`src/otp_prog_regs.svh`:
```
// timing, retry and address constants for the otp programming sequencer
// assumes a 125 MHz system clock; all times are in nanoseconds
`ifndef OTP_PROG_REGS_SVH
`define OTP_PROG_REGS_SVH

`define CLK_PERIOD_NS  8
`define PW_NOM_NS      100000
`define PW_MIN_NS      95000
`define PW_MAX_NS      105000
`define SETUP_NS       2000
`define TOE_NS         150
`define VERIFY_OUTPUT_FLOAT_DELAY_NS        130
`define RETRY_LIMIT    10
`define ADDR_W         17
`define SEQ_OVH        2
`define TIMER_W        16

`endif

```
`src/otp_prog_pkg.sv`:
```
// types shared by the otp programming sequencer
// no assumptions beyond a single clock domain
package otp_prog_pkg;

    typedef enum logic [4:0]
    {
        ST_IDLE,
        ST_VCC_UP,
        ST_VPP_UP,
        ST_P_SETUP,
        ST_P_PULSE,
        ST_P_HOLD,
        ST_V_READ,
        ST_V_FLOAT,
        ST_V_SETUP,
        ST_V_PULSE,
        ST_V_HOLD,
        ST_VPP_DN,
        ST_VCC_DN,
        ST_F_READ,
        ST_F_FLOAT,
        ST_FINISH,
        ST_ID_ENTER,
        ST_ID_READ,
        ST_ID_FLOAT
    } seq_state_t;

endpackage

```
`src/otp_rom_program_sequencer.sv`:
```
// external programmer for a byte-wide otp rom: program, verify, final read, identification
// assumes pin inputs synchronous to clk_sys; supplies switched by external regulators
// What this block does
// - each program strobe pulse is held low for 100 us, never under 95 nor over 105 us.
// - programming begins with the first address presented before any pulse.
// - core supply is raised to 6.5 V and programming supply to 13.0 V before pulsing.
// - the first pass gives every address exactly one pulse with no read-back.
// - a second loop then reads back every address and reprograms only a mismatching byte.
// - a mismatching byte gets up to 10 further pulses, each followed by a read-back.
// - a byte still wrong after 10 retry pulses stops the run and fails the device.
// - a byte that verifies moves the loop to the next address until all are checked.
// - after the verify loop both supplies go back to 5.0 V.
// - at normal supply every byte is read again and pass is given only if all match.
// - identification mode is entered by holding the id address line at the id voltage.
// - reads wait the data valid delay after enable and the float delay after release.
// - core supply goes up no later and down no earlier than the programming supply.
`timescale 1ns/10ps
`include "otp_prog_regs.svh"
module otp_rom_program_sequencer #(
    parameter int PULSE_CYCLES = `PW_NOM_NS / `CLK_PERIOD_NS,
    parameter int ADDR_W       = `ADDR_W
) (
    // clock and reset
    input  wire logic              clk_sys,
    input  wire logic              rst_n,
    // user commands
    input  wire logic              start,
    input  wire logic              id_start,
    input  wire logic              id_sel,
    // source image, looked up at rom_addr
    input  wire logic [7:0]        src_data,
    // status
    output logic                   busy,
    output logic                   done,
    output logic                   pass,
    output logic                   fail,
    output logic [ADDR_W-1:0]      fail_addr,
    output logic [7:0]             id_code,
    output logic                   id_valid,
    // rom pins
    output logic [ADDR_W-1:0]      rom_addr,
    input  wire logic [7:0]        dq_in,
    output logic [7:0]             dq_out,
    output logic                   dq_oe,
    output logic                   ce_n,
    output logic                   oe_n,
    output logic                   program_strobe_low,
    output logic                   id_high_voltage,
    // supply controls: high selects 6.5 V core / 13.0 V program, low selects 5.0 V
    output logic                   vcc_high,
    output logic                   vpp_high
);
    localparam int SETUP_CYC  = (`SETUP_NS + `CLK_PERIOD_NS - 1) / `CLK_PERIOD_NS;
    localparam int TOE_CYC    = (`TOE_NS + `CLK_PERIOD_NS - 1) / `CLK_PERIOD_NS;
    localparam int VERIFY_OUTPUT_FLOAT_DELAY_CYC   = (`VERIFY_OUTPUT_FLOAT_DELAY_NS + `CLK_PERIOD_NS - 1) / `CLK_PERIOD_NS;
    // bounds scale with the pulse length, so a shortened pulse is still held to its tolerance
    localparam int PW_MIN_CYC = (PULSE_CYCLES * `PW_MIN_NS + `PW_NOM_NS - 1) / `PW_NOM_NS;
    localparam int PW_MAX_CYC = PULSE_CYCLES * `PW_MAX_NS / `PW_NOM_NS;
    localparam logic [3:0] RETRY_MAX = 4'(`RETRY_LIMIT);

    otp_prog_pkg::seq_state_t state;
    otp_prog_pkg::seq_state_t prev_state;
    logic                     timer_load;
    logic                     expired;
    logic                     adv;
    logic                     last;
    logic                     match;
    logic [7:0]               rd_byte;
    logic [3:0]               retry;
    logic                     aborted;
    logic                     final_bad;

    // state durations; strobe and setup states absorb the two-cycle timer overhead
    function automatic logic [`TIMER_W-1:0] wait_of(input otp_prog_pkg::seq_state_t s);
        logic [`TIMER_W-1:0] w;
        w = `TIMER_W'(SETUP_CYC - `SEQ_OVH);
        if (s == otp_prog_pkg::ST_P_PULSE || s == otp_prog_pkg::ST_V_PULSE)
            w = `TIMER_W'(PULSE_CYCLES - `SEQ_OVH);
        else if (is_read(s))
            w = `TIMER_W'(TOE_CYC);
        else if (s == otp_prog_pkg::ST_V_FLOAT || s == otp_prog_pkg::ST_F_FLOAT
                 || s == otp_prog_pkg::ST_ID_FLOAT)
            w = `TIMER_W'(VERIFY_OUTPUT_FLOAT_DELAY_CYC);
        return w;
    endfunction

    function automatic logic is_read(input otp_prog_pkg::seq_state_t s);
        return s == otp_prog_pkg::ST_V_READ || s == otp_prog_pkg::ST_F_READ
            || s == otp_prog_pkg::ST_ID_READ;
    endfunction

    function automatic logic is_prog(input otp_prog_pkg::seq_state_t s);
        return s == otp_prog_pkg::ST_P_SETUP || s == otp_prog_pkg::ST_P_PULSE
            || s == otp_prog_pkg::ST_P_HOLD || s == otp_prog_pkg::ST_V_SETUP
            || s == otp_prog_pkg::ST_V_PULSE || s == otp_prog_pkg::ST_V_HOLD;
    endfunction

    wait_timer #(.W(`TIMER_W)) u_timer (
        .clk_sys    (clk_sys),
        .rst_n      (rst_n),
        .load       (timer_load),
        .load_value (wait_of(state)),
        .expired    (expired)
    );

    // the timer still shows the old expiry in a state's first cycle
    assign timer_load = (state != prev_state);
    assign adv        = !timer_load && expired;
    assign last       = &rom_addr;
    assign match      = (rd_byte == src_data);

    always_ff @(posedge clk_sys)
    begin
        if (!rst_n)
            prev_state <= otp_prog_pkg::ST_IDLE;
        else
            prev_state <= state;
    end

    always_ff @(posedge clk_sys)
    begin
        if (!rst_n)
            state <= otp_prog_pkg::ST_IDLE;
        else
        begin
            unique case (state)
                otp_prog_pkg::ST_IDLE:
                    if (start)
                        state <= otp_prog_pkg::ST_VCC_UP;
                    else if (id_start)
                        state <= otp_prog_pkg::ST_ID_ENTER;
                otp_prog_pkg::ST_VCC_UP:
                    if (adv) state <= otp_prog_pkg::ST_VPP_UP;
                otp_prog_pkg::ST_VPP_UP:
                    if (adv) state <= otp_prog_pkg::ST_P_SETUP;
                otp_prog_pkg::ST_P_SETUP:
                    if (adv) state <= otp_prog_pkg::ST_P_PULSE;
                otp_prog_pkg::ST_P_PULSE:
                    if (adv) state <= otp_prog_pkg::ST_P_HOLD;
                otp_prog_pkg::ST_P_HOLD:
                    if (adv) state <= last ? otp_prog_pkg::ST_V_READ
                                           : otp_prog_pkg::ST_P_SETUP;
                otp_prog_pkg::ST_V_READ:
                    if (adv) state <= otp_prog_pkg::ST_V_FLOAT;
                otp_prog_pkg::ST_V_FLOAT:
                    if (adv)
                    begin
                        if (match)
                            state <= last ? otp_prog_pkg::ST_VPP_DN
                                          : otp_prog_pkg::ST_V_READ;
                        else if (retry == RETRY_MAX)
                            state <= otp_prog_pkg::ST_VPP_DN;
                        else
                            state <= otp_prog_pkg::ST_V_SETUP;
                    end
                otp_prog_pkg::ST_V_SETUP:
                    if (adv) state <= otp_prog_pkg::ST_V_PULSE;
                otp_prog_pkg::ST_V_PULSE:
                    if (adv) state <= otp_prog_pkg::ST_V_HOLD;
                otp_prog_pkg::ST_V_HOLD:
                    if (adv) state <= otp_prog_pkg::ST_V_READ;
                otp_prog_pkg::ST_VPP_DN:
                    if (adv) state <= otp_prog_pkg::ST_VCC_DN;
                otp_prog_pkg::ST_VCC_DN:
                    if (adv) state <= aborted ? otp_prog_pkg::ST_FINISH
                                              : otp_prog_pkg::ST_F_READ;
                otp_prog_pkg::ST_F_READ:
                    if (adv) state <= otp_prog_pkg::ST_F_FLOAT;
                otp_prog_pkg::ST_F_FLOAT:
                    if (adv) state <= last ? otp_prog_pkg::ST_FINISH
                                           : otp_prog_pkg::ST_F_READ;
                otp_prog_pkg::ST_FINISH:
                    state <= otp_prog_pkg::ST_IDLE;
                otp_prog_pkg::ST_ID_ENTER:
                    if (adv) state <= otp_prog_pkg::ST_ID_READ;
                otp_prog_pkg::ST_ID_READ:
                    if (adv) state <= otp_prog_pkg::ST_ID_FLOAT;
                otp_prog_pkg::ST_ID_FLOAT:
                    if (adv) state <= otp_prog_pkg::ST_IDLE;
                default:
                    state <= otp_prog_pkg::ST_IDLE;
            endcase
        end
    end

    // address walk
    always_ff @(posedge clk_sys)
    begin
        if (!rst_n)
            rom_addr <= '0;
        else if (state == otp_prog_pkg::ST_IDLE && start)
            rom_addr <= '0;
        else if (state == otp_prog_pkg::ST_IDLE && id_start)
            rom_addr <= ADDR_W'(id_sel);
        else if (adv && !last && (state == otp_prog_pkg::ST_P_HOLD
                 || state == otp_prog_pkg::ST_F_FLOAT
                 || (state == otp_prog_pkg::ST_V_FLOAT && match)))
            rom_addr <= rom_addr + ADDR_W'(1);
        else if (adv && (state == otp_prog_pkg::ST_P_HOLD || state == otp_prog_pkg::ST_VCC_DN))
            rom_addr <= '0;
    end

    always_ff @(posedge clk_sys)
    begin
        if (!rst_n)
            retry <= '0;
        else if (state == otp_prog_pkg::ST_V_FLOAT && adv && match)
            retry <= '0;
        else if (state == otp_prog_pkg::ST_V_PULSE && adv)
            retry <= retry + 4'(1);
        else if (state == otp_prog_pkg::ST_IDLE)
            retry <= '0;
    end

    // data sampled at the end of the read wait, while oe is still low
    always_ff @(posedge clk_sys)
    begin
        if (!rst_n)
            rd_byte <= '0;
        else if (is_read(state) && adv)
            rd_byte <= dq_in;
    end

    always_ff @(posedge clk_sys)
    begin
        if (!rst_n)
        begin
            aborted   <= 1'b0;
            final_bad <= 1'b0;
            fail_addr <= '0;
        end
        else if (state == otp_prog_pkg::ST_IDLE && start)
        begin
            aborted   <= 1'b0;
            final_bad <= 1'b0;
        end
        else if (state == otp_prog_pkg::ST_V_FLOAT && adv && !match && retry == RETRY_MAX)
        begin
            aborted   <= 1'b1;
            fail_addr <= rom_addr;
        end
        else if (state == otp_prog_pkg::ST_F_FLOAT && adv && !match)
        begin
            final_bad <= 1'b1;
            fail_addr <= rom_addr;
        end
    end

    always_ff @(posedge clk_sys)
    begin
        if (!rst_n)
        begin
            done <= 1'b0;
            pass <= 1'b0;
            fail <= 1'b0;
        end
        else
        begin
            done <= (state == otp_prog_pkg::ST_FINISH);
            if (state == otp_prog_pkg::ST_IDLE && start)
            begin
                pass <= 1'b0;
                fail <= 1'b0;
            end
            else if (state == otp_prog_pkg::ST_FINISH)
            begin
                pass <= !aborted && !final_bad;
                fail <= aborted || final_bad;
            end
        end
    end

    always_ff @(posedge clk_sys)
    begin
        if (!rst_n)
        begin
            id_code  <= '0;
            id_valid <= 1'b0;
        end
        else
        begin
            id_valid <= (state == otp_prog_pkg::ST_ID_FLOAT && adv);
            if (state == otp_prog_pkg::ST_ID_FLOAT && adv)
                id_code <= rd_byte;
        end
    end

    // pin drive follows the state one cycle later, so every width equals the state time
    always_ff @(posedge clk_sys)
    begin
        if (!rst_n)
        begin
            busy               <= 1'b0;
            ce_n               <= 1'b1;
            oe_n               <= 1'b1;
            program_strobe_low <= 1'b1;
            dq_oe              <= 1'b0;
            dq_out             <= '0;
            id_high_voltage    <= 1'b0;
            vcc_high           <= 1'b0;
            vpp_high           <= 1'b0;
        end
        else
        begin
            busy   <= (state != otp_prog_pkg::ST_IDLE);
            ce_n   <= !(is_prog(state) || is_read(state)
                        || state == otp_prog_pkg::ST_V_FLOAT);
            oe_n   <= !is_read(state);
            program_strobe_low <= !(state == otp_prog_pkg::ST_P_PULSE
                                    || state == otp_prog_pkg::ST_V_PULSE);
            dq_oe  <= is_prog(state);
            dq_out <= src_data;
            id_high_voltage <= (state == otp_prog_pkg::ST_ID_ENTER
                                || state == otp_prog_pkg::ST_ID_READ
                                || state == otp_prog_pkg::ST_ID_FLOAT);
            vcc_high <= (state == otp_prog_pkg::ST_VCC_UP || state == otp_prog_pkg::ST_VPP_UP
                         || is_prog(state) || state == otp_prog_pkg::ST_V_READ
                         || state == otp_prog_pkg::ST_V_FLOAT
                         || state == otp_prog_pkg::ST_VPP_DN);
            vpp_high <= (state == otp_prog_pkg::ST_VPP_UP || is_prog(state)
                         || state == otp_prog_pkg::ST_V_READ
                         || state == otp_prog_pkg::ST_V_FLOAT);
        end
    end

    // helper counters watched only by the checks below
    logic [`TIMER_W-1:0] low_cnt;
    logic [`TIMER_W-1:0] oe_low_cnt;
    logic [`TIMER_W-1:0] oe_high_cnt;

    always_ff @(posedge clk_sys)
    begin
        if (!rst_n)
        begin
            low_cnt     <= '0;
            oe_low_cnt  <= '0;
            oe_high_cnt <= '0;
        end
        else
        begin
            low_cnt     <= program_strobe_low ? '0 : low_cnt + `TIMER_W'(1);
            oe_low_cnt  <= oe_n ? '0 : oe_low_cnt + `TIMER_W'(1);
            oe_high_cnt <= !oe_n ? '0 : ((&oe_high_cnt) ? oe_high_cnt
                                                        : oe_high_cnt + `TIMER_W'(1));
        end
    end

    property p_pulse_width;
        @(posedge clk_sys) disable iff (!rst_n)
        $rose(program_strobe_low) |-> low_cnt >= PW_MIN_CYC && low_cnt <= PW_MAX_CYC;
    endproperty
    a_pulse_width: assert property (p_pulse_width)
        else $error("program pulse width out of range");

    property p_supply_order;
        @(posedge clk_sys) disable iff (!rst_n)
        vpp_high |-> vcc_high;
    endproperty
    a_supply_order: assert property (p_supply_order)
        else $error("programming supply high without core supply");

    property p_pulse_conditions;
        @(posedge clk_sys) disable iff (!rst_n)
        !program_strobe_low |-> vcc_high && vpp_high && !ce_n && oe_n && dq_oe;
    endproperty
    a_pulse_conditions: assert property (p_pulse_conditions)
        else $error("program pulse without supplies, select or data");

    property p_first_addr;
        @(posedge clk_sys) disable iff (!rst_n)
        $rose(vpp_high) |-> rom_addr == '0 ##1 program_strobe_low [*3];
    endproperty
    a_first_addr: assert property (p_first_addr)
        else $error("programming did not start at the first address");

    property p_read_wait;
        @(posedge clk_sys) disable iff (!rst_n)
        (is_read(state) && adv) |-> !oe_n && oe_low_cnt >= TOE_CYC;
    endproperty
    a_read_wait: assert property (p_read_wait)
        else $error("read data sampled before valid delay");

    property p_float_wait;
        @(posedge clk_sys) disable iff (!rst_n)
        $rose(dq_oe) |-> oe_high_cnt > VERIFY_OUTPUT_FLOAT_DELAY_CYC;
    endproperty
    a_float_wait: assert property (p_float_wait)
        else $error("data driven before rom output floated");

    property p_retry_limit;
        @(posedge clk_sys) disable iff (!rst_n)
        $rose(aborted) |-> $past(retry) == RETRY_MAX && !$past(match);
    endproperty
    a_retry_limit: assert property (p_retry_limit)
        else $error("abort not at the retry limit");

    property p_done_supplies;
        @(posedge clk_sys) disable iff (!rst_n)
        done |-> !vcc_high && !vpp_high && (pass != fail);
    endproperty
    a_done_supplies: assert property (p_done_supplies)
        else $error("finished with raised supply or bad verdict");

    property p_pass_clean;
        @(posedge clk_sys) disable iff (!rst_n)
        $rose(pass) |-> !$past(aborted) && !$past(final_bad);
    endproperty
    a_pass_clean: assert property (p_pass_clean)
        else $error("pass given after a mismatch");

    property p_id_voltage;
        @(posedge clk_sys) disable iff (!rst_n)
        id_valid |-> id_high_voltage && !vpp_high && rom_addr[0] == $past(rom_addr[0], 4);
    endproperty
    a_id_voltage: assert property (p_id_voltage)
        else $error("id code read without id voltage");
endmodule

```
`src/wait_timer.sv`:
```
// down-counting wait timer for the sequencer
// load is a one-cycle pulse; expired rises load_value edges after it
`timescale 1ns/10ps
module wait_timer #(
    parameter int W = 16
) (
    // clock and reset
    input  wire logic         clk_sys,
    input  wire logic         rst_n,
    // control
    input  wire logic         load,
    input  wire logic [W-1:0] load_value,
    output logic              expired
);
    logic [W-1:0] count;

    always_ff @(posedge clk_sys)
    begin
        if (!rst_n)
            count <= '0;
        else if (load)
            count <= load_value;
        else if (count != '0)
            count <= count - W'(1);
    end

    always_ff @(posedge clk_sys)
    begin
        if (!rst_n)
            expired <= 1'b1;
        else
            expired <= !load && (count <= W'(1));
    end
endmodule

```
`config.mk`:
```
export PLATFORM = sky130hd
export DESIGN_NAME = otp_rom_program_sequencer
export DESIGN_NICKNAME = d
export VERILOG_FILES = /design/src/otp_prog_pkg.sv /design/src/otp_rom_program_sequencer.sv /design/src/wait_timer.sv
export VERILOG_INCLUDE_DIRS = /design/src
export SDC_FILE = /design/constraint.sdc
export NUM_CORES = 1
export LEC_CHECK = 0
export ABC_AREA = 1
export BUFFER_PORTS_ARGS = -buffer_cell sky130_fd_sc_hd__buf_4
export CORE_ASPECT_RATIO = 1.5
export CORE_MARGIN = 2
export CORE_UTILIZATION = 45
export DETAILED_ROUTE_END_ITERATION = 6
export GPL_TIMING_DRIVEN = 1
export PLACE_DENSITY_LB_ADDON = 0.08
export REMOVE_ABC_BUFFERS = 1
export SYNTH_ARGS = -nofsm -noshare
export SYNTH_HDL_FRONTEND = slang
export SYNTH_HIERARCHICAL = 1
export SYNTH_SLANG_ARGS = --single-unit
```
`constraint.sdc`:
```
create_clock -name clk_sys -period 2.77 [get_ports clk_sys]
set_input_delay 0 -clock clk_sys [delete_from_list [all_inputs] [get_ports clk_sys]]
set_output_delay 0 -clock clk_sys [all_outputs]
set_load 0.1 [all_outputs]
```
# After elaboration in Yosys (flattened, before gate mapping)
# Cells that the tools add are included.
# totals
reg_bits	103
input_bits	21
word_cells	176
# op_classes
add_sub_neg	3
n_lt_le_gt_ge	1
eq_ne	39
mux	38
n_bitwise	3
reduce_logical	67
# ops
op	count
2-to-1 mux 5 bit	19
one-hot mux 5 bit (18 select lines)	1
2-to-1 mux 17 bit	4
== test 5 x 4 -> 1 bit (second input constant)	8
!= test 2 bit (second input constant)	17
2-to-1 mux 16 bit	2
logical OR 1 bit	26
== test 5 x 3 -> 1 bit (second input constant)	4
logical AND 1 bit	18
AND reduction 18 bit	1
adder 17 x 1 -> 17 bit (second input constant)	1
AND reduction 17 bit	1
less-or-equal comparator 16 x 1 -> 1 bit (second input constant)	1
2-to-1 mux 4 bit	4
2-to-1 mux 8 bit	2
nonzero test 16 bit	1
subtractor 16 x 1 -> 16 bit (second input constant)	1
== test 5 bit (second input constant)	3
2-to-1 mux 14 bit	1
== test 5 x 2 -> 1 bit (second input constant)	2
== test 8 bit	1
zero test 1 bit	8
nonzero test 2 bit	4
2-to-1 mux 2 bit	3
14 further kinds	18

# Logic depth before layout (Yosys ltp)
# Gate-level depths: netlist of run 1.
# logic_depth
word_depth	10
depth_mapped	15

# By module
# Netlist of run 1, hierarchy kept.
# by_module_without_submodules
mod	instances	cells_per_inst	area_each_um2
otp_rom_program_sequencer	1	613	4125.2
wait_timer	1	184	1163.6

# Worst setup path before layout of run 1
# No wires, ideal clock.
# synth_path
kind	reg2reg
start	reg rom_addr[0]
end	reg rom_addr[6]
setup_ns	0.071
arrival_time_ns	2.893
required_time_ns	2.699
slack_ns	-0.194
path_stages_with_launch	14
path_cell_list	dfxtp_1 > ha_1 > nand3_1 > nor2_1 > inv_1 > nor2_1 > nand2_1 > nor4_1 > ha_1 > nor2_4 > nand2_4 > buf_2 > nand3_1 > a21oi_1
# synth_via
elab_chain_cells	5
elab_cells_between_ends	7
cone_classes	1 x add/sub; 1 x mux; 5 x reduce/logical
# synth_rtl
item	line_no	text
start, declared	otp_rom_program_sequencer.sv:41	output logic [ADDR_W-1:0] rom_addr,
start signal, assigned	otp_rom_program_sequencer.sv:194	rom_addr <= ADDR_W'(id_sel);
start signal, assigned	otp_rom_program_sequencer.sv:198	rom_addr <= rom_addr + ADDR_W'(1);
parallel branches: the longest is 5 deep, another holds adder 17 x 1 -> 17 bit	-	
# Several ways; the timed one is not identified.
# A chain may end at the register's enable or synchronous reset.

# Worst setup path after layout of run 1
# layout_path
start	reg rom_addr[0]
end	reg rom_addr[11]
# Same word-level chain as after synthesis.

==> out/results.txt, run 1 <==
Clock Pin Slew Worst Setup and Hold Paths = 70 ps
Commonest non-fill, non-tap cell in the layout = nand2_1
WHS = 59.4 ps
#FFs+latches synth = 103
Hold Startpoint = start
First drt pass iteration count = 5
# setup viols final = 0
Netlist Area Pre-Place = 5290 sq um
Initial Util = 46.1%
Mux contribution to synthesized area = 0%
Fin. Hold Viols = 0
I/O Buffers = 82
PD cells = 846 nW/um^2
Adder-cell share of the synthesized area = 1.42%
CTS max path bufs = 2
First-pass GRT wire length = 23500 microns
Crit path launch type = register
Critical path class = reg -> reg
Asr flop ratio synth = 0%
DR WL/cell = 13.3 microns
Slew Limit Headroom = 54.5%
Crit share post-route = 84.8%
Worst r2r src = rom_addr[0]
Final Max Slew Viols = 0
Detailed-route via count = 5269
Setup bufs post-CTS = 0
GPL Wtd Cong = 0.962
Mapped Cells = 797
Initial DRC count = 303
Clock Skew = 10.6 ps
Largest net degree at the start of global routing = 36
Worst Setup SP = rom_addr[0]
XOR/XNOR share of the synthesized area = 2.82%
RSZ-0062 raised after global routing = no
Placed cells = 1020
Seq/Total Area, Yosys = 39.0%
Max VDD drop = 0.000343 V
CP Data Arrival Time = 2630 ps
Min Tclk post-route = 2350 ps
Dpl hpwl = 10300 microns
Commonest cells after routing, fill and taps aside = 208 x nand2_1, 112 x nor2_1, 107 x inv_1, 103 x dfxtp_1, 89 x buf_4
Core Box Area = 11500 sq um
Main synth FF type = dfxtp_1
# clock sinks = 103
Max Cap Viol = 0
Static Leakage = 3.22 nW
Final Core Density = 56.9%
CTS Buf Count = 9
Diodes inserted = 0
CTS HTree Levels = 3
Layout cells sized above 1 = 15.9%
Synth Area per Inst = 6.64 sq um
Total gr overflow = 0
Chip width = 92.5 microns
Worst path required time = 3050 ps
Main combinational cell family by area after synthesis = simple AND/OR/NAND/NOR gates
Num rows = 48
Antenna-violating nets left = 0
Setup TNS = 0 ps
Die Height = 137 microns
Vias in the first global route = 5054
CTS tree = built
Hold crit path type = in -> reg
Gr usage total = 22.8%
Skew-Pair Late Insertion Delay = 350 ps
Post-synthesis compound-gate area fraction = 8.59%
Slew @ Worst Pin = 678 ps
EDFF count, synth = 0
Crit end category = register
Via density = 5.00
DR DRC count = 0
Root buf cell = clkbuf_16
Simple-gate portion of the synthesized area = 37.7%
Post-route insts no fill = 1054
I/O pin count = 83
Routed WL = 14000 microns
Net count, final = 926
Yosys warns = 6
Synth cell types = 41
Area growth from synthesis to layout = 23.5%
Critical path peak fanout = 19
Outcome = finished clean
Initial antenna violation count = 0
Fmax = 426 MHz
Die Footprint = 12700 sq um
==> per-stage QoR <==
step | area, sq um | setup slack [ps] | power, W
finish | 6530 | 421 | 0.00552
global route | 6530 | 16.9 | 0.00590
CTS | 6520 | 329 | 0.00555
detailed placement | 6040 | 342 | 0.00426
global placement | 6040 | 474 | 0.00423
floorplan | 5190 | -130 | 0.00370
==> worst max-delay path: stages, from the launching register on <==
cell     delay (ps)
dfxtp_1         360
ha_1            240
nand3_1         110
nor2_1           70
inv_1            90
nor2_2           60
nand2_1         110
nor4_2           50
ha_2            190
nor2_4          390
nand2_4         230
or2_0           260
a21oi_1         120
==> routing by layer <==
metal	routed length [microns]	vias to the layer above	track usage (%)
met5	0	-	0
met4	367	0	9.12
met3	610	32	3.41
met2	7410	156	42.5
met1	5610	2401	25.8
li1	-	2680	-
==> power breakdown <==
group	total, W	internal, W	switching (W)
clock network	0.00127	0.000657	0.000608
logic	0.00240	0.000695	0.00171
registers	0.00186	0.00167	0.000185
==> flip-flops by register name, summed over array words and instances, names as in the netlist, 4 cells and up <==
name,cells
prev_state,5
state,5
retry,4
fail_addr,17
dq_out,8
rd_byte,8
id_code,8
rom_addr,17
u_timer/count,16
==> final timing paths <==
kind / end / slack [ps] / depth (start not counted)
worst max register to register: rom_addr[11] / 420 / 12
worst min-delay path: state[4] / 60 / 4
worst max-delay path: rom_addr[11] / 420 / 12
worst min register to register: final_bad / 460 / 2
==> synth_stat cells, drive strengths merged (3+ instances only) <==
cell type | instances | area share, %
dfxtp | 103 | 39
xnor2 | 11 | 1.8
inv | 111 | 7.9
nor2 | 125 | 10
nand2 | 216 | 16
buf | 13 | 1.7
or2 | 6 | 0.71
nor3 | 7 | 0.66
ha | 6 | 1.4
o21ai | 35 | 3.3
a21oi | 46 | 4.5
clkbuf | 9 | 0.64
nand3 | 80 | 8.0
xor2 | 6 | 0.99
nand3b | 3 | 0.43
nand4 | 9 | 1.5
==> kinds of logic (layout without fill, tap and decap cells) <==
family                     Yosys count  count (layout)
and+or+nand+nor                    448             448
buffers and inverters              135             236
DFF                                103             103
AOI/OAI and AO/OA                   86              86
xor gates and xnor gates            17              17
adders and majority gates            6               6
other                                2               8
==> repair_timing <==
action,CTS,global route
setup endpoints to repair,0,14
hold buffers,18,0
gates resized for setup,0,3
hold endpoints to repair,20,0
==> cell type report <==
cell class | instances | area, sq um
Inverter | 113 | 425
Tap cell | 150 | 188
Multi-Input combinational cell | 565 | 2710
Fill cell | 1108 | 4940
Clock buffer | 10 | 239
Sequential cell | 103 | 2060
Clock inverter | 6 | 57.6
Timing Repair Buffer | 107 | 848
Note: power is estimated with default switching activity, not from simulation.
==> run 2: changes to the inputs <==
==> constraint.sdc (replaced) <==
create_clock -name clk_sys -period 2.12 [get_ports clk_sys]
set_input_delay 0 -clock clk_sys [delete_from_list [all_inputs] [get_ports clk_sys]]
set_output_delay 0 -clock clk_sys [all_outputs]
set_load 0.1 [all_outputs]
==> out/results.txt, run 2 (synthesis results as in run 1) <==
Outcome = finished clean
R2R depth = 13
CP Data Arrival Time = 2240 ps
Crit share post-route = 94.4%
Clock Pin Slew Worst Setup and Hold Paths = 70 ps
Initial DRC count = 234
Final Max Slew Viols = 0
CP Cell Sequence = ha_4 -> nand3_2 -> nor2_2 -> inv_1 -> nor2_2 -> nand2_2 -> nor4_2 -> ha_2 -> inv_2 -> a211oi_2 -> nand2_1 -> nor2_1 -> nor2_1
Commonest cells after routing, fill and taps aside = 206 x nand2_1, 127 x buf_4, 110 x nor2_1, 106 x inv_1, 101 x dfxtp_1
Internal power = 0.00422 W
Worst setup margin = 119 ps
CTS Buf Count = 9
Sequential share of power = 32.0%
Max VDD drop = 0.000449 V
Clock Skew = 8.81 ps
Detailed-route via count = 5412
Die Footprint = 12700 sq um
I/O pin count = 83
Antenna-violating nets left = 0
Met2 WL = 8070 microns
Routed WL = 15000 microns
Clock power share = 22.8%
I/O Buffers = 82
Cells on Worst Hold Path = 5
Via density = 4.94
Vias in the first global route = 5239
CP peak stage delay = 360 ps
Layout cells sized above 1 = 20.7%
Static Leakage = 3.45 nW
Commonest non-fill, non-tap cell in the layout = nand2_1
CP Buf/Inv Count = 2
Max Cap Viol = 0
DP Worst Slack = -77.4 ps
Largest net degree at the start of global routing = 35
Logic pwr share = 45.2%
Met3 wire len = 556 microns
Sw frac = 44.1%
Crit path launch type = register
Delay-heaviest family, CP = simple AND/OR/NAND/NOR gates
Critical path class = reg -> reg
Slew Limit Headroom = 60.8%
First drt pass iteration count = 5
Root buf cell = clkbuf_16
Skew-Pair Late Insertion Delay = 350 ps
Core Box Area = 11500 sq um
CP max-delay cell = dfxtp_2
Regs by FF count = fail_addr: 17 flops, rom_addr: 17 flops, u_timer/count: 16 flops
Psw = 0.00332 W
# setup viols final = 0
Hold crit path type = in -> reg
GPL Wtd Cong = 0.907
Initial Util = 46.1%
Dpl hpwl = 11200 microns
DR WL/cell = 13.6 microns
CTS tree = built
Initial antenna violation count = 0
Diodes inserted = 0
Num rows = 48
CTS max path bufs = 2
Crit end category = register
Net count, final = 968
Slew @ Worst Pin = 587 ps
Fmax = 500 MHz
Fillers = 1113
CP Depth = 13
Min Tclk post-route = 2000 ps
Metal-1 WL = 5750 microns
PD cells = 1090 nW/um^2
Area growth from synthesis to layout = 31.3%
Top Metal Used = met4
Fin. Hold Viols = 0
# clock sinks = 103
First-pass GRT wire length = 24400 microns
Critical path peak fanout = 5
Total gr overflow = 0
Setup TNS = 0 ps
DR DRC count = 0
CTS HTree Levels = 3
Gr usage total = 24.3%
Chip width = 92.5 microns
Die Height = 137 microns
Worst path required time = 2360 ps
-- run 2: area by class of cell --
class                   instances  area, sq um  share of cell area [%]
clock buffers                  11          243                    3.50
clock inverters                 5         63.8                   0.919
inverters                     113          428                    6.16
multi-input cells             566         2770                    39.9
flip-flops and latches        103         2060                    29.7
well taps                     150          188                    2.70
repair buffers                148         1180                    17.1
-- run 2: power groups by stage --
stage / logic (W) / registers [W] / clock network, W
finish: 0.00341 / 0.00241 / 0.00172
global route: 0.00376 / 0.00244 / 0.00184
CTS: 0.00340 / 0.00242 / 0.00177
detailed placement: 0.00332 / 0.00246 / 0
global placement: 0.00329 / 0.00245 / 0
floorplan: 0.00193 / 0.00290 / 0
-- run 2: worst min-delay path, stage by stage --
cell     delay, ps
buf_4          120
nand2_1         90
nand2_1         60
inv_1           40
a21oi_1         60
-- run 2: through the flow --
step	cells	power (W)	utilization [%]	instance area [sq um]	hold WS (ps)
after global placement	1057	0.00574	55.3	6350	196
after floorplan	781	0.00483	-	5190	69.0
after global routing	1096	0.00804	60.5	6940	74.3
after CTS	1095	0.00758	60.3	6920	54.5
final	1096	0.00754	60.5	6940	60.5
after detailed placement	1057	0.00578	55.3	6350	201
-- run 2: final timing paths --
| check | endpoint | start | slack, ps |
|---|---|---|---|
| worst max-delay path | state[0] | rom_addr[1] | 120 |
| worst min-delay path | rom_addr[0] | id_start | 60 |
| worst max register to register | state[0] | rom_addr[1] | 120 |
| worst min register to register | id_code[7] | id_code[7] | 460 |
-- run 2: per-layer routing --
metal / GRT usage, % / vias to the layer above
li1: - / 2770
met4: 12.6 / 0
met3: 3.36 / 39
met2: 45.7 / 156
met5: 0 / -
met1: 26.1 / 2447
-- run 2: what timing repair did --
action / 4_1_cts / 5_1_grt
hold endpoints to repair: 20 / 0
setup buffers: 3 / 1
hold buffers: 18 / 0
setup endpoints to repair: 21 / 28
pin swaps: 9 / 3
cloned: 1 / 0
gates resized for setup: 15 / 6
==> run 3: changes to the inputs <==
--- a/config.mk
+++ b/config.mk
@@ -13,6 +13,7 @@
 export CORE_UTILIZATION = 45
 export DETAILED_ROUTE_END_ITERATION = 6
 export GPL_TIMING_DRIVEN = 1
+export MAX_ROUTING_LAYER = met4
 export PLACE_DENSITY_LB_ADDON = 0.08
 export REMOVE_ABC_BUFFERS = 1
 export SYNTH_ARGS = -nofsm -noshare
==> out/results.txt, run 3 (synthesis results as in run 1) <==
Cells on Worst Hold Path = 3
Clock Skew = 8.89 ps
Diodes inserted = 0
Worst setup margin = 91.5 ps
Metal-1 WL = 5850 microns
Critical path class = reg -> reg
Antenna-violating nets left = 0
Clock Pin Slew Worst Setup and Hold Paths = 70 ps
Core Box Area = 11500 sq um
Min Tclk post-route = 2030 ps
Dpl hpwl = 11200 microns
Max Cap Viol = 0
DR DRC count = 0
Root buf cell = clkbuf_16
Crit end category = register
# setup viols final = 0
PnR Total Power = 0.00746 W
R2R depth = 10
Via density = 5.01
# clock sinks = 103
Initial antenna violation count = 0
Chip width = 92.5 microns
Max VDD drop = 0.000499 V
CP max-delay cell = dfxtp_1
Slew Limit Headroom = 61.5%
Layout cells sized above 1 = 22.5%
Fmax = 493 MHz
CTS HTree Levels = 3
Top Metal Used = met4
Fin. Hold Viols = 1
Final instance area = 6990 sq um
Met2 WL = 8350 microns
CTS Buf Count = 9
RSZ-0062 raised after global routing = yes
GPL Wtd Cong = 0.980
Multi-input combinational cell area = 2890 sq um
CP peak stage delay = 390 ps
Critical path peak fanout = 12
Hold crit path type = in -> reg
DR WL/cell = 13.9 microns
Num rows = 48
Slew @ Worst Pin = 578 ps
PD cells = 1070 nW/um^2
Outcome = complete, but fails checks
CP Cell Sequence = inv_1 -> nand3_2 -> nor2_2 -> nand3_2 -> nand2_4 -> buf_4 -> nand3_1 -> nand2_1 -> inv_1 -> a21oi_2
Met3 wire len = 636 microns
Die Height = 137 microns
Commonest cells after routing, fill and taps aside = 207 x nand2_1, 121 x buf_4, 107 x nor2_1, 105 x inv_1, 99 x dfxtp_1
Fillers = 1112
Seq. cell area = 2070 sq um
Commonest non-fill, non-tap cell in the layout = nand2_1
Detailed-route via count = 5468
Total gr overflow = 0
DP Worst Slack = -23.1 ps
CP Data Arrival Time = 2300 ps
Static Leakage = 3.44 nW
Skew-Pair Late Insertion Delay = 350 ps
Largest net degree at the start of global routing = 38
Final Max Slew Viols = 0
Worst path required time = 2390 ps
CTS max path bufs = 2
Setup TNS = 0 ps
Die Footprint = 12700 sq um
Regs by FF count = fail_addr: 17 flops, rom_addr: 17 flops, u_timer/count: 16 flops
I/O Buffers = 82
First-pass GRT wire length = 24800 microns
Placed cell area = 6320 sq um
Area growth from synthesis to layout = 32.2%
I/O pin count = 83
Initial Util = 46.1%
WHS = -0.693 ps
First drt pass iteration count = 5
Failing checks = negative hold slack
Routed WL = 15200 microns
Vias in the first global route = 5219
Net count, final = 964
Initial DRC count = 238
Gr usage total = 25.1%
Crit path launch type = register
Crit share post-route = 95.7%
CTS tree = built
-- run 3: cell count changes in the layout (fill, tap and decap cells not counted), sizes merged --
cell / previous run / this run
buf: 130 / 125
bufinv: 1 / 0
clkbuf: 11 / 9
nand2: 217 / 219
dlygate4sd3: 18 / 17
clkinv: 2 / 5
inv: 114 / 113
-- run 3: metal layers --
layer  track usage (%)  up-vias
met3              2.53       27
met2              47.5      161
met4              8.21        0
met1              27.1     2515
met5                 -        -
li1                  -     2765
-- run 3: final timing paths --
kind	from	to	slack, ps
setup / recovery	state[3]	rom_addr[0]	90
hold / removal	id_sel	rom_addr[0]	-0.7
setup reg to reg	state[3]	rom_addr[0]	90
hold reg to reg	id_code[6]	id_code[6]	450
-- run 3: through the flow --
step / util (%) / instances
after floorplan: - / 781
after global placement: 55.1 / 1054
after detailed placement: 55.1 / 1054
after CTS: 59.2 / 1086
after global routing: 60.9 / 1091
final: 60.9 / 1091
-- run 3: worst max-delay path: cells and delay by family (launching register included) --
| family | cells | cell delay (ps) |
|---|---|---|
| and+or+nand+nor | 6 | 1020 |
| buffers and inverters | 3 | 420 |
| DFF | 1 | 390 |
| AOI/OAI and AO/OA | 1 | 120 |
-- run 3: final cells by class --
| class | instances | area share, % |
|---|---|---|
| clock buffer | 9 | 3.22 |
| clock inverter | 6 | 0.770 |
| tap | 150 | 2.68 |
| inverter | 113 | 6.14 |
| multi-input combinational | 568 | 41.3 |
| timing repair buffer | 142 | 16.3 |
| sequential | 103 | 29.6 |
-- run 3: what timing repair did --
action,in CTS,in global routing
pin swaps,1,21
endpoints found under the setup margin,9,43
setup buffers,0,2
endpoints found under the hold margin,19,0
hold buffers,17,0
resized for setup,3,46
gates cloned,0,3
-- run 3: report_power, final --
part | internal, W | switching, W | total, W
clock network | 0.000811 | 0.000770 | 0.00158
registers | 0.00219 | 0.000241 | 0.00243
logic | 0.00109 | 0.00237 | 0.00345
total | 0.00409 | 0.00338 | 0.00746
